==> src/design/dod_pkg.sv <==
package dod_pkg;

  // Operation codes reported by the decoder
  typedef enum logic [5:0] {
    DOD_OP_NONE,
    DOD_OP_POP_ACC,
    DOD_OP_POP_TO_MEMORY,
    DOD_OP_PUSH_FROM_MEMORY,
    DOD_OP_PUSH_ACC,
    DOD_OP_RETURN,
    DOD_OP_RETURN_CONDITIONAL,
    DOD_OP_ROTATE_LEFT,
    DOD_OP_ROTATE_RIGHT,
    DOD_OP_REPEAT_NEXT_MEM,
    DOD_OP_REPEAT_NEXT_IMM,
    DOD_OP_STORE_ACC_HIGH,
    DOD_OP_STORE_ACC_LOW,
    DOD_OP_STORE_AUX,
    DOD_OP_AUX_REG_DECREMENT_IMM,
    DOD_OP_STATUS_BIT_SET,
    DOD_OP_SHIFT_LEFT,
    DOD_OP_SHIFT_RIGHT,
    DOD_OP_PRODUCT_MINUS_ACC,
    DOD_OP_STORE_P_HIGH,
    DOD_OP_STORE_P_LOW,
    DOD_OP_SET_P_SHIFT,
    DOD_OP_SQUARE_ADD,
    DOD_OP_SQUARE_SUB,
    DOD_OP_STATUS_STORE_ZERO,
    DOD_OP_STATUS_STORE_ONE,
    DOD_OP_STORE_LONG_IMM,
    DOD_OP_MINUS_LONG_IMM_SHIFT,
    DOD_OP_MINUS_SHIFT,
    DOD_OP_MINUS_HIGH,
    DOD_OP_MINUS_SHORT_IMM,
    DOD_OP_MINUS_WITH_BORROW,
    DOD_OP_MINUS_CONDITIONAL,
    DOD_OP_MINUS_LOW_NO_SIGN_EXT,
    DOD_OP_MINUS_SHIFT_BY_T,
    DOD_OP_TABLE_READ_OP,
    DOD_OP_TABLE_WRITE_OP,
    DOD_OP_SOFT_TRAP,
    DOD_OP_XOR_MEM,
    DOD_OP_XOR_LONG_IMM_SHIFT,
    DOD_OP_XOR_LONG_IMM_HIGH,
    DOD_OP_ZERO_LOW_LOAD_HIGH_ROUND
  } dod_op_t;

  // Status bit chosen by a status_bit_set word
  typedef enum logic [2:0] {
    DOD_SET_NONE,
    DOD_SET_CARRY,
    DOD_SET_BLOCK_PROGRAM,
    DOD_SET_INT_DISABLE,
    DOD_SET_OVERFLOW_MODE,
    DOD_SET_TEST_CONTROL,
    DOD_SET_EXT_FLAG,
    DOD_SET_SIGN_EXT_MODE
  } dod_status_bit_t;

  // Decoded instruction handed to execute
  typedef struct packed {
    dod_op_t op;
    dod_status_bit_t set_bit;
    logic [7:0] direct_indirect_addr_field;
    logic [7:0] immediate_bits;
    logic [3:0] shift_amount;
    logic [1:0] test_pin_cond;
    logic [3:0] cond_flags_field;
    logic [3:0] cond_flags_mask;
    logic [2:0] aux_sel;
    logic has_const;
    logic [15:0] const_word;
    logic [1:0] words;
    logic [2:0] cycles;
    logic [2:0] cycles_alt;
    logic unknown;
  } dod_instr_t;

  // Fixed patterns and prefixes
  localparam logic [7:0] DOD_PFX_MISC = 8'hbe;
  localparam logic [7:0] DOD_PFX_LONG = 8'hbf;
  localparam logic [15:0] DOD_W_POP_ACC = 16'hbe32;
  localparam logic [15:0] DOD_W_PUSH_ACC = 16'hbe3c;
  localparam logic [15:0] DOD_W_RETURN = 16'hef00;
  localparam logic [15:0] DOD_W_BLOCK_PROG = 16'hbe45;
  localparam logic [15:0] DOD_W_PROD_MINUS = 16'hbe05;
  localparam logic [15:0] DOD_W_XOR_HIGH = 16'hbe83;

  // Word and cycle counts
  localparam logic [1:0] DOD_WORDS_ONE = 2'h1;
  localparam logic [1:0] DOD_WORDS_TWO = 2'h2;
  localparam logic [2:0] DOD_CYC_ONE = 3'h1;
  localparam logic [2:0] DOD_CYC_TWO = 3'h2;
  localparam logic [2:0] DOD_CYC_THREE = 3'h3;
  localparam logic [2:0] DOD_CYC_FOUR = 3'h4;

  // Reset value of the output record
  localparam dod_instr_t DOD_INSTR_RESET = '0;

endpackage

==> src/design/dod_const_hold.sv <==
`timescale 1ns/1ps
// Holds a pending first word until its constant word arrives
module dod_const_hold (
  input wire logic clk_sys,
  input wire logic rst,
  input wire logic ce,
  input wire logic load,
  input wire logic complete,
  input wire dod_pkg::dod_instr_t first_in,
  output dod_pkg::dod_instr_t first_held,
  output logic pending
);

  dod_pkg::dod_instr_t held;
  dod_pkg::dod_instr_t next_held;
  logic busy;
  logic next_busy;

  always_comb begin
    next_held = held;
    next_busy = busy;
    if (complete) begin
      next_busy = 1'b0;
    end
    if (load) begin
      next_held = first_in; // [RULE23]
      next_busy = 1'b1;
    end
  end

  always_ff @(posedge clk_sys) begin
    if (rst) begin
      held <= dod_pkg::DOD_INSTR_RESET;
      busy <= 1'b0;
    end else if (ce) begin
      held <= next_held;
      busy <= next_busy;
    end
  end

  assign first_held = held;
  assign pending = busy;

endmodule

==> src/design/dod_decoder.sv <==
`timescale 1ns/1ps
// Functional notes
// RULE1 - 0xbe32 decodes as pop stack top to low accumulator, 1/1
// RULE2 - Upper byte 0x8a is pop_to_memory with address byte, 1/1
// RULE3 - Upper byte 0x76 is push_from_memory with address byte, 1/1
// RULE4 - 0xbe3c decodes as push low accumulator, 1/1
// RULE5 - Upper byte 0xec-0xef is return_conditional, 4 cycles taken, 2 not; code decodes 0xef00 as plain return, 4 cycles
// RULE6 - Upper byte 0x0b is repeat_next with count from memory, 1 cycle
// RULE7 - Upper byte 0xbb is repeat_next with immediate count, 1/1
// RULE8 - Top nibble 9 stores accumulator, bit 11 high/low, 3-bit shift
// RULE9 - Upper byte 0x7c subtracts immediate from current aux register
// RULE10 - 0xbe45 sets block-as-program-memory status bit, 1 cycle
// RULE11 - 0xbe05 subtracts product register from accumulator, 1/1
// RULE12 - 0x8e stores status zero, 0x8f stores status one, 1 cycle
// RULE13 - Upper byte 0xae is store_long_imm with next-word constant, 2/2
// RULE14 - 0xbfa plus shift nibble subtracts shifted next-word constant, 2/2
// RULE15 - Top nibble 3 subtracts shifted memory operand, 1 cycle
// RULE16 - Upper byte 0xba subtracts short immediate from accumulator, 1/1
// RULE17 - Upper byte 0x64 subtracts memory with borrow, 1 cycle
// RULE18 - Upper byte 0x66 subtracts without sign extension, 1 cycle
// RULE19 - Upper byte 0x67 subtracts shifted by multiplicand register
// RULE20 - 0xa6 is table read, 0xa7 table write, each 1/3
// RULE21 - 0xbe83 plus constant word is XOR shifted left 16
// RULE22 - Upper byte 0x68 zeroes low, loads high with rounding, 1/1
// RULE23 - Two-word instructions held until constant arrives, issued as one
// RULE24 - Unlisted patterns raise unrecognised indication, no operation

////////////////////////////////////////////////////////////////////////////
module dod_decoder (
  input wire logic clk_sys,
  input wire logic rst,
  input wire logic ce,
  input wire logic word_valid,
  input wire logic [15:0] word,
  output logic word_ready,
  output logic instr_valid,
  output dod_pkg::dod_instr_t instr,
  output logic unrecognised
);

  ////////////////////////////////////////////////////////////////////////////
  // First word classification

  dod_pkg::dod_instr_t cls;
  dod_pkg::dod_instr_t held;
  logic pending;
  logic load_first;
  logic take_const;

  dod_word_class u_class (
    .word(word),
    .info(cls)
  );

  // A word arriving while pending is always the constant, never decoded
  assign take_const = pending && word_valid; // [RULE23]
  assign load_first = !pending && word_valid && cls.has_const; // [RULE23]

  dod_const_hold u_hold (
    .clk_sys(clk_sys),
    .rst(rst),
    .ce(ce),
    .load(load_first),
    .complete(take_const),
    .first_in(cls),
    .first_held(held),
    .pending(pending)
  );

  // Decoder never stalls fetch: one word is accepted per enabled cycle
  assign word_ready = 1'b1;

  ////////////////////////////////////////////////////////////////////////////
  // Output registers

  dod_pkg::dod_instr_t next_instr;
  logic next_valid;
  logic next_unrec;

  always_comb begin
    next_instr = instr;
    next_valid = 1'b0;
    next_unrec = 1'b0;
    if (take_const) begin
      next_instr = held;
      next_instr.const_word = word; // [RULE13] [RULE14] [RULE21]
      next_valid = 1'b1; // [RULE23]
    end else if (word_valid && !cls.has_const) begin
      next_instr = cls;
      next_valid = !cls.unknown;
      next_unrec = cls.unknown; // [RULE24]
    end
  end

  always_ff @(posedge clk_sys) begin
    if (rst) begin
      instr <= dod_pkg::DOD_INSTR_RESET;
      instr_valid <= 1'b0;
      unrecognised <= 1'b0;
    end else if (ce) begin
      instr <= next_instr;
      instr_valid <= next_valid;
      unrecognised <= next_unrec;
    end
  end

endmodule

==> src/design/dod_word_class.sv <==
`timescale 1ns/1ps
// Classifies one first word; pure combinational table
module dod_word_class (
  input wire logic [15:0] word,
  output dod_pkg::dod_instr_t info
);

  function automatic dod_pkg::dod_status_bit_t status_bit_of(
    input logic [3:0] n);
    unique case (n)
      4'hf: status_bit_of = dod_pkg::DOD_SET_CARRY;
      4'h5: status_bit_of = dod_pkg::DOD_SET_BLOCK_PROGRAM;
      4'h1: status_bit_of = dod_pkg::DOD_SET_INT_DISABLE;
      4'h3: status_bit_of = dod_pkg::DOD_SET_OVERFLOW_MODE;
      4'hb: status_bit_of = dod_pkg::DOD_SET_TEST_CONTROL;
      4'hd: status_bit_of = dod_pkg::DOD_SET_EXT_FLAG;
      4'h7: status_bit_of = dod_pkg::DOD_SET_SIGN_EXT_MODE;
      default: status_bit_of = dod_pkg::DOD_SET_NONE;
    endcase
  endfunction

  always_comb begin
    info = dod_pkg::DOD_INSTR_RESET;
    info.direct_indirect_addr_field = word[7:0];
    info.immediate_bits = word[7:0];
    info.words = dod_pkg::DOD_WORDS_ONE;
    info.cycles = dod_pkg::DOD_CYC_ONE;
    info.cycles_alt = dod_pkg::DOD_CYC_ONE;
    info.op = dod_pkg::DOD_OP_NONE;
    if (word == dod_pkg::DOD_W_POP_ACC) begin
      info.op = dod_pkg::DOD_OP_POP_ACC; // [RULE1]
    end else if (word == dod_pkg::DOD_W_PUSH_ACC) begin
      info.op = dod_pkg::DOD_OP_PUSH_ACC; // [RULE4]
    end else if (word == dod_pkg::DOD_W_PROD_MINUS) begin
      info.op = dod_pkg::DOD_OP_PRODUCT_MINUS_ACC; // [RULE11]
    end else if (word == dod_pkg::DOD_W_XOR_HIGH) begin
      info.op = dod_pkg::DOD_OP_XOR_LONG_IMM_HIGH; // [RULE21]
      info.has_const = 1'b1;
      info.words = dod_pkg::DOD_WORDS_TWO;
      info.cycles = dod_pkg::DOD_CYC_TWO;
      info.cycles_alt = dod_pkg::DOD_CYC_TWO;
    end else if (word == dod_pkg::DOD_W_RETURN) begin
      info.op = dod_pkg::DOD_OP_RETURN;
      info.cycles = dod_pkg::DOD_CYC_FOUR;
      info.cycles_alt = dod_pkg::DOD_CYC_FOUR;
    end else if (word[15:8] == dod_pkg::DOD_PFX_MISC) begin
      unique case (word[7:0])
        8'h0c: info.op = dod_pkg::DOD_OP_ROTATE_LEFT;
        8'h0d: info.op = dod_pkg::DOD_OP_ROTATE_RIGHT;
        8'h09: info.op = dod_pkg::DOD_OP_SHIFT_LEFT;
        8'h0a: info.op = dod_pkg::DOD_OP_SHIFT_RIGHT;
        8'h51: begin
          info.op = dod_pkg::DOD_OP_SOFT_TRAP;
          info.cycles = dod_pkg::DOD_CYC_FOUR;
          info.cycles_alt = dod_pkg::DOD_CYC_FOUR;
        end
        default: begin
          // Block program is one of the status set codes
          if (word[7:4] == 4'h4 && status_bit_of(word[3:0]) !=
              dod_pkg::DOD_SET_NONE) begin
            info.op = dod_pkg::DOD_OP_STATUS_BIT_SET; // [RULE10]
            info.set_bit = status_bit_of(word[3:0]);
          end else begin
            info.unknown = 1'b1; // [RULE24]
          end
        end
      endcase
    end else if (word[15:8] == dod_pkg::DOD_PFX_LONG) begin
      info.shift_amount = word[3:0];
      info.has_const = 1'b1;
      info.words = dod_pkg::DOD_WORDS_TWO;
      info.cycles = dod_pkg::DOD_CYC_TWO;
      info.cycles_alt = dod_pkg::DOD_CYC_TWO;
      unique case (word[7:4])
        4'ha: info.op = dod_pkg::DOD_OP_MINUS_LONG_IMM_SHIFT; // [RULE14]
        4'hd: info.op = dod_pkg::DOD_OP_XOR_LONG_IMM_SHIFT;
        default: begin
          // Set P shift mode is one word with address byte
          info.op = dod_pkg::DOD_OP_SET_P_SHIFT;
          info.has_const = 1'b0;
          info.shift_amount = 4'h0;
          info.words = dod_pkg::DOD_WORDS_ONE;
          info.cycles = dod_pkg::DOD_CYC_ONE;
          info.cycles_alt = dod_pkg::DOD_CYC_ONE;
        end
      endcase
    end else if (word[15:10] == 6'h3b) begin
      info.op = dod_pkg::DOD_OP_RETURN_CONDITIONAL; // [RULE5]
      info.test_pin_cond = word[9:8];
      info.cond_flags_field = word[3:0];
      info.cond_flags_mask = word[7:4];
      info.cycles = dod_pkg::DOD_CYC_FOUR;
      info.cycles_alt = dod_pkg::DOD_CYC_TWO;
    end else if (word[15:12] == 4'h9) begin
      info.shift_amount = {1'b0, word[10:8]}; // [RULE8]
      info.op = word[11] ? dod_pkg::DOD_OP_STORE_ACC_HIGH
                         : dod_pkg::DOD_OP_STORE_ACC_LOW;
    end else if (word[15:12] == 4'h3) begin
      info.op = dod_pkg::DOD_OP_MINUS_SHIFT; // [RULE15]
      info.shift_amount = word[11:8];
    end else if (word[15:11] == 5'h10) begin
      info.op = dod_pkg::DOD_OP_STORE_AUX;
      info.aux_sel = word[10:8];
    end else begin
      unique case (word[15:8])
        8'h8a: info.op = dod_pkg::DOD_OP_POP_TO_MEMORY; // [RULE2]
        8'h76: info.op = dod_pkg::DOD_OP_PUSH_FROM_MEMORY; // [RULE3]
        8'h0b: info.op = dod_pkg::DOD_OP_REPEAT_NEXT_MEM; // [RULE6]
        8'hbb: info.op = dod_pkg::DOD_OP_REPEAT_NEXT_IMM; // [RULE7]
        8'h7c: info.op = dod_pkg::DOD_OP_AUX_REG_DECREMENT_IMM; // [RULE9]
        8'h8e: info.op = dod_pkg::DOD_OP_STATUS_STORE_ZERO; // [RULE12]
        8'h8f: info.op = dod_pkg::DOD_OP_STATUS_STORE_ONE; // [RULE12]
        8'h8d: info.op = dod_pkg::DOD_OP_STORE_P_HIGH;
        8'h8c: info.op = dod_pkg::DOD_OP_STORE_P_LOW;
        8'h52: info.op = dod_pkg::DOD_OP_SQUARE_ADD;
        8'h53: info.op = dod_pkg::DOD_OP_SQUARE_SUB;
        8'hae: begin
          info.op = dod_pkg::DOD_OP_STORE_LONG_IMM; // [RULE13]
          info.has_const = 1'b1;
          info.words = dod_pkg::DOD_WORDS_TWO;
          info.cycles = dod_pkg::DOD_CYC_TWO;
          info.cycles_alt = dod_pkg::DOD_CYC_TWO;
        end
        8'h65: info.op = dod_pkg::DOD_OP_MINUS_HIGH;
        8'hba: info.op = dod_pkg::DOD_OP_MINUS_SHORT_IMM; // [RULE16]
        8'h64: info.op = dod_pkg::DOD_OP_MINUS_WITH_BORROW; // [RULE17]
        8'h0a: info.op = dod_pkg::DOD_OP_MINUS_CONDITIONAL;
        8'h66: info.op = dod_pkg::DOD_OP_MINUS_LOW_NO_SIGN_EXT; // [RULE18]
        8'h67: info.op = dod_pkg::DOD_OP_MINUS_SHIFT_BY_T; // [RULE19]
        8'ha6, 8'ha7: begin
          info.op = word[8] ? dod_pkg::DOD_OP_TABLE_WRITE_OP
                            : dod_pkg::DOD_OP_TABLE_READ_OP; // [RULE20]
          info.cycles = dod_pkg::DOD_CYC_THREE;
          info.cycles_alt = dod_pkg::DOD_CYC_THREE;
        end
        8'h6c: info.op = dod_pkg::DOD_OP_XOR_MEM;
        8'h68: info.op = dod_pkg::DOD_OP_ZERO_LOW_LOAD_HIGH_ROUND; // [RULE22]
        default: info.unknown = 1'b1; // [RULE24]
      endcase
    end
    // Unrecognised words never carry an operation
    if (info.unknown) begin
      info.op = dod_pkg::DOD_OP_NONE; // [RULE24]
    end
  end

endmodule
==> config.mk <==
export PLATFORM = sky130hd
export DESIGN_NAME = dod_decoder
export DESIGN_NICKNAME = d
export VERILOG_FILES = /design/src/design/dod_pkg.sv /design/src/design/dod_const_hold.sv /design/src/design/dod_decoder.sv /design/src/design/dod_word_class.sv
export SDC_FILE = /design/constraint.sdc
export NUM_CORES = 1
export LEC_CHECK = 0
export BUFFER_PORTS_ARGS = -buffer_cell sky130_fd_sc_hd__buf_2
export CAP_MARGIN = 25
export CORE_MARGIN = 10
export CORE_UTILIZATION = 51
export CTS_BUF_LIST = sky130_fd_sc_hd__clkbuf_4 sky130_fd_sc_hd__clkbuf_8 sky130_fd_sc_hd__clkbuf_16
export CTS_CLUSTER_DIAMETER = 150
export CTS_CLUSTER_SIZE = 24
export DETAILED_ROUTE_END_ITERATION = 16
export MAX_ROUTING_LAYER = met4
export PLACE_DENSITY = 0.79
export SLEW_MARGIN = 10
export SYNTH_ARGS = -nofsm -noshare
export SYNTH_HDL_FRONTEND = slang
export SYNTH_SLANG_ARGS = --single-unit
==> constraint.sdc <==
create_clock -name clk_sys -period 1.93 [get_ports clk_sys]
set_input_delay 0.193 -clock clk_sys [delete_from_list [all_inputs] [get_ports clk_sys]]
set_output_delay 0.193 -clock clk_sys [all_outputs]
set_load 0.03 [all_outputs]
# --- Yosys cells after proc, flatten, opt, wreduce, memory -nomap -nowiden ---
# Index checks and enable logic that the tools add are counted.
word_totals:
  reg_bits: 115
  latch_bits: 0
  mem_bits_rw: 0
  romBits: 0
  in_bits: 20
  mem_count: 0
classes:
  n_addsub: 0
  mul: 0
  div_mod_pow: 0
  magnitude_cmp: 0
  n_eq_ne: 48
  n_shift: 0
  muxes: 88
  bitwise_logic: 0
  reduce_logical: 18
ops:
  columns: ["op", "n"]
  rows:
  - ["68-bit two-way mux", 2]
  - ["6-bit case mux with 21 select lines", 1]
  - ["8-bit equality test (second input constant)", 12]
  - ["18-bit two-way mux", 5]
  - ["6-bit two-way mux", 15]
  - ["8-bit by 7-bit equality test with 1-bit output (second input constant)", 11]
  - ["16-bit equality test (second input constant)", 5]
  - ["9-bit two-way mux", 6]
  - ["3-bit two-way mux", 17]
  - ["8-bit by 4-bit equality test with 1-bit output (second input constant)", 6]
  - ["4-bit two-way mux", 8]
  - ["6-bit case mux with 5 select lines", 1]
  - ["4-bit equality test (second input constant)", 6]
  - ["8-bit two-way mux", 3]
  - ["22-bit OR reduction", 1]
  - ["3-bit case mux with 7 select lines", 1]
  - ["1-bit two-way mux", 18]
  - ["17-bit two-way mux", 1]
  - ["7-bit two-way mux", 2]
  - ["13-bit two-way mux", 1]
  - ["4-bit by 3-bit equality test with 1-bit output (second input constant)", 3]
  - ["6-bit case mux with 2 select lines", 1]
  - ["10-bit two-way mux", 1]
  - ["5-bit case mux with 2 select lines", 1]
  - ["12 further kinds", 26]

# --- Longest topological paths before layout ---
logic_depth:
  ltp_word: 22
  mapped_depth: 11
  ltp_nobuf: 6

# --- Hierarchy ---
# Synthesis repeated with hierarchy kept, for this count alone.
hier_totals:
  hier_cells: 910
  area_unflattened_um2: 8059.0
by_module_without_submodules:
  columns: ["mod", "instances", "cells_per_inst", "area_per_inst_um2", "seq_area_each_um2"]
  rows:
  - ["dod_decoder", 1, 328, 3395.8, 1401.3]
  - ["dod_const_hold", 1, 315, 2984.1, 1381.3]
  - ["dod_word_class", 1, 267, 1679.1, 0.0]

# --- Worst setup path before layout ---
# OpenSTA, ideal clock, no wires.
synth_timing:
  path_type: "input -> register"
  startpoint: "in word[7]"
  endpoint: "reg instr[0] (netlist bit)"
  setup_ns: 0.134
  arrival_time_ns: 1.900
  required_ns: 1.796
  setup_slack_ns: -0.104
  stages: 7
  n_path_buf: 1
  path_cell_list: "or4_4 -> or4_1 -> buf_2 -> o211a_2 -> and4_4 -> o32ai_2 -> a211oi_1"
synth_via:
  elab_chain_len: 14
synth_rtl:
  columns: ["element", "line", "rtl"]
  rows:
  - ["from (decl)", "dod_decoder.sv:34", "input wire logic [15:0] word,"]
  - ["4-bit equality test", "dod_word_class.sv:74", "unique case (word[7:4])"]
  - ["2-bit OR reduction (no line)", null, null]
  - ["1-bit two-way mux", "dod_word_class.sv:74", null]
  - ["1-bit two-way mux", "dod_word_class.sv:68", "end else if (word[15:8] == dod_pkg::DOD_PFX_LONG) begin"]
  - ["18-bit two-way mux", "dod_word_class.sv:46", "end else if (word[15:8] == dod_pkg::DOD_PFX_MISC) begin"]
  - ["18-bit two-way mux", "dod_word_class.sv:42", "end else if (word == dod_pkg::DOD_W_RETURN) begin"]
  - ["1-bit two-way mux", "dod_word_class.sv:36", "end else if (word == dod_pkg::DOD_W_XOR_HIGH) begin"]
  - ["18-bit two-way mux", "dod_word_class.sv:34", "end else if (word == dod_pkg::DOD_W_PROD_MINUS) begin"]
  - ["18-bit two-way mux", "dod_word_class.sv:32", "end else if (word == dod_pkg::DOD_W_PUSH_ACC) begin"]
  - ["18-bit two-way mux", "dod_word_class.sv:30", "if (word == dod_pkg::DOD_W_POP_ACC) begin"]
  - ["1-bit logical NOT", "dod_decoder.sv:88", "end else if (word_valid && !cls.has_const) begin"]
  - ["1-bit logical AND", "dod_decoder.sv:88", null]
  - ["2-bit nonzero test (no line)", null, null]
  - ["2-bit AND reduction (no line)", null, null]
  - ["to (signal assigned)", "dod_decoder.sv:97", "instr <= dod_pkg::DOD_INSTR_RESET;"]
  - ["to (signal assigned)", "dod_decoder.sv:101", "instr <= next_instr;"]
  - ["to (decl)", "dod_decoder.sv:37", "output dod_pkg::dod_instr_t instr,"]
# Several ways; a longest one is shown, not always the timed one. The select of a mux whose other input is x is not followed.
# A chain may end at the register's enable or synchronous reset.

# --- Worst setup path in the final report ---
layout_timing:
  startpoint: "in word[14]"
  endpoint: "reg instr_valid"
layout_via:
  elab_chain_len: 17
layout_rtl:
  columns: ["element", "line", "rtl"]
  rows:
  - ["8-bit equality test (tied with other cells)", "dod_word_class.sv:105", "unique case (word[15:8])"]
  - ["22-bit OR reduction (no line) or 1-bit two-way mux (tied branches)", null, null]
  - ["1-bit two-way mux (on tied branches)", "dod_word_class.sv:105, dod_word_class.sv:101", null]
  - ["9-bit two-way mux or 4-bit two-way mux (tied branches)", "dod_word_class.sv:101, dod_word_class.sv:98", null]
  - ["9-bit two-way mux or 4-bit two-way mux (tied branches)", "dod_word_class.sv:98, dod_word_class.sv:94", null]
  - ["9-bit two-way mux or 4-bit two-way mux (tied branches)", "dod_word_class.sv:94, dod_word_class.sv:87", null]
  - ["1-bit two-way mux (on tied branches)", "dod_word_class.sv:87, dod_word_class.sv:68", null]
  - ["1-bit two-way mux or 18-bit two-way mux (tied branches)", "dod_word_class.sv:68, dod_word_class.sv:46", null]
  - ["7-bit two-way mux or 18-bit two-way mux (tied branches)", "dod_word_class.sv:46, dod_word_class.sv:42", null]
  - ["1-bit two-way mux (on tied branches)", "dod_word_class.sv:42, dod_word_class.sv:36", null]
  - ["1-bit two-way mux or 18-bit two-way mux (tied branches)", "dod_word_class.sv:36, dod_word_class.sv:34", null]
  - ["9-bit two-way mux or 18-bit two-way mux (tied branches)", "dod_word_class.sv:34, dod_word_class.sv:32", null]
  - ["9-bit two-way mux or 18-bit two-way mux (tied branches)", "dod_word_class.sv:32, dod_word_class.sv:30", null]
  - ["9-bit two-way mux or 1-bit logical NOT (tied branches)", "dod_word_class.sv:30, dod_decoder.sv:88", null]
  - ["1-bit logical NOT or 1-bit logical AND (tied branches)", "dod_decoder.sv:90, dod_decoder.sv:88", null]
  - ["1-bit two-way mux *", "dod_decoder.sv:88", null]
  - ["1-bit two-way mux *", "dod_decoder.sv:84", "if (take_const) begin"]
  - ["to (signal assigned)", "dod_decoder.sv:102", "instr_valid <= next_valid;"]
  - ["to (decl)", "dod_decoder.sv:36", "output logic instr_valid,"]
# Every way passes the cells marked *; elsewhere a longest branch is shown, timed or not.

==> metrics <==
Final ANT Viol Nets=0; Die X=122 um; TritonCTS buffer count=9; htree depth=3; initial antenna violation count=0; Setup TNS=0 ps; Starting Density=51.7%; Slew @ Worst Pin=589 ps; Post-synth ARST share=0%; hold slack final=165 ps; worst hold path startpoint=ce; detailed-route DRC error count=0; vias in the first global route=5214; # IOs=91; die area=14800 um2; Critical Path AT=2180 ps; register area share after synthesis=39.2%; Fin. Hold Viols=0; Syn Nets=683; drt total wl=17700 um; Final setup violation count=0; CTS tree=yes; Clock transition at path regs=100 ps; Mean Syn Cell Area=7.94 um2; CP top delay family=compound AO/OA/AOI/OAI gates; Leak=2.81 nW; cell count after synthesis=663; clock latency on the worst-skew pair=380 ps; DR iter-0 viols=621; GRT overflow=0; YS warnings=0; chip height=122 um; crit-path max FO=2; Final Max Slew Viols=0; Slew headroom=60.6%; fraction of layout cells with a size suffix above 1=31.0%; core area=10200 um2; outcome=finished clean; Critical Path RT=2240 ps; Synth cell types=75; Worst Setup Start Kind=input port; Syn Std Cell Area=5260 um2; DP HPWL=13300 um; GRT Total Usage=23.6%; min Tclk post-route=1870 ps; crit path cell chain=buf_2 > or3b_2 > a2111oi_0 > buf_4 > nor3_1 > and4_1 > a211o_1 > a21oi_2; largest net degree at the start of global routing=57; CP startpoint=word[14]; Detailed Routing Iterations Pass 1=6; Power Dens Cells=671 nW/um2; Clock Sinks=103; # diodes=0; buffers and inverters on the worst path=2; fmax=0.535 GHz; Placement Setup Slack=-303 ps; Worst VDD drop=493 uV; DR WL/cell=18.6 um; slowest CP cell=a2111oi_0; CTS Hold Bufs=0; setup ws final=60.5 ps; Vias/cell=5.82; Synth-to-Final Area Change=29.0%; nature of the critical path endpoint=register; CP max stage delay=480 ps; number of synthesized flops with an enable pin=0; Root Buffer Master=clkbuf_8; Clock Tree Buf Depth=2; Final Cycle Share=96.9%; #FFs+latches synth=103; CP Class=in -> reg; via count=5536; gpl congestion=0.971; power consumption=4.55 mW; worst r2r src=u_hold.pending; row cnt=37; first-pass GRT wire length=27600 um; HP Class=in -> reg; max-capacitance violation count=0; PortBufs=89; top_reg_cell synth=dfxtp_1; fin nets=830; Worst Skew=11.5 ps
state kept, by name, indices dropped and copies added (netlist names):
register,flops
u_hold.first_held,42
u_hold.pending,1
instr,58
instr_valid,1
unrecognised,1
cells in the mapped netlist (8+ instances only):
| cell type | instances | area share (%) |
|---|---|---|
| dfxtp_1 | 103 | 39 |
| nand2_1 | 77 | 5.5 |
| nor2_1 | 71 | 5.1 |
| a21oi_1 | 58 | 5.5 |
| clkbuf_1 | 35 | 2.5 |
| and2_1 | 29 | 3.4 |
| nand3_1 | 28 | 2.7 |
| a211oi_1 | 27 | 3.9 |
| nor3_1 | 25 | 2.4 |
| buf_2 | 24 | 2.3 |
| o21ai_0 | 16 | 1.5 |
| buf_4 | 14 | 2.0 |
| inv_1 | 9 | 0.64 |
| nand4_1 | 9 | 1.1 |
| or3_1 | 8 | 0.95 |
placed cells by master, fill, tap and decap left out, types with 5 or more instances in the layout:
cell and n:
o21ai_0 16, buf_2 89, o211ai_1 7, or3_1 8, a311oi_1 7, inv_1 9, a221oi_1 7, nand4_1 9
and2_1 28, a21oi_1 58, dfxtp_1 103, nand2b_1 7, clkbuf_8 9, nand3_1 28, a211oi_1 27, nor3_1 23
buf_12 5, nor4_1 6, buf_4 114, nor2_1 71, nand2_1 77
per-stage QoR:
stage | std cells | utilization, % | area, um2
detailed placement | 933 | 64.0 | 6520
global route | 951 | 66.6 | 6790
floorplan | 663 | - | 5280
CTS | 949 | 66.2 | 6740
finish | 951 | 66.6 | 6790
global placement | 933 | 64.0 | 6520
path summary, 6_finish.rpt:
kind / cells after the start / slack [ps] / end
setup / recovery: 8 / 60 / instr_valid
hold / removal: 4 / 160 / unrecognised
setup reg to reg: 7 / 260 / instr[45]
hold reg to reg: 2 / 460 / instr[22]
power breakdown:
part           switching, mW  total [mW]  internal [mW]
registers             0.0311        2.21           2.18
logic                  0.534       0.846          0.312
clock network          0.855        1.50          0.643
area by class of cell:
cell class	instances	area (um2)
clock buffer	9	124
clock inverter	7	96.3
multi-input combinational	477	2860
inverter	9	33.8
timing repair buffer	210	1440
tap	136	170
sequential	103	2060
fill	874	3400
layer usage:
layer	share of wire (%)	up-vias	global-route usage, %
li1	-	2660	-
met1	45	2601	31.4
met2	45	249	35.7
met3	8.3	26	4.16
met4	2.0	0	7.82
met5	0	-	-
worst register-to-register path: stages (launching register included):
cell      delay (ps)
dfxtp_1          450
buf_4            190
nand2_1          150
o41ai_4          130
buf_4            220
buf_8            200
nor2_1            70
a211oi_1         190
cell families (layout without fill, tap and decap cells):
kind of cell	after synthesis	after routing	synth area share, %
buffers and inverters	83	235	7.49
XOR/XNOR	5	5	0.832
flip-flops	103	103	39.2
AO/OA/AOI/OAI	160	160	20.7
AND/OR/NAND/NOR	310	310	31.5
multiplexers	1	1	0.190
other	1	1	0.0713
timing repair:
action / 4_1_cts / 5_1_grt
buffers inserted: 0 / 1
gates resized for setup: 0 / 5
endpoints found under the setup margin: 0 / 6
No activity file was read; power rests on OpenSTA's default activity.
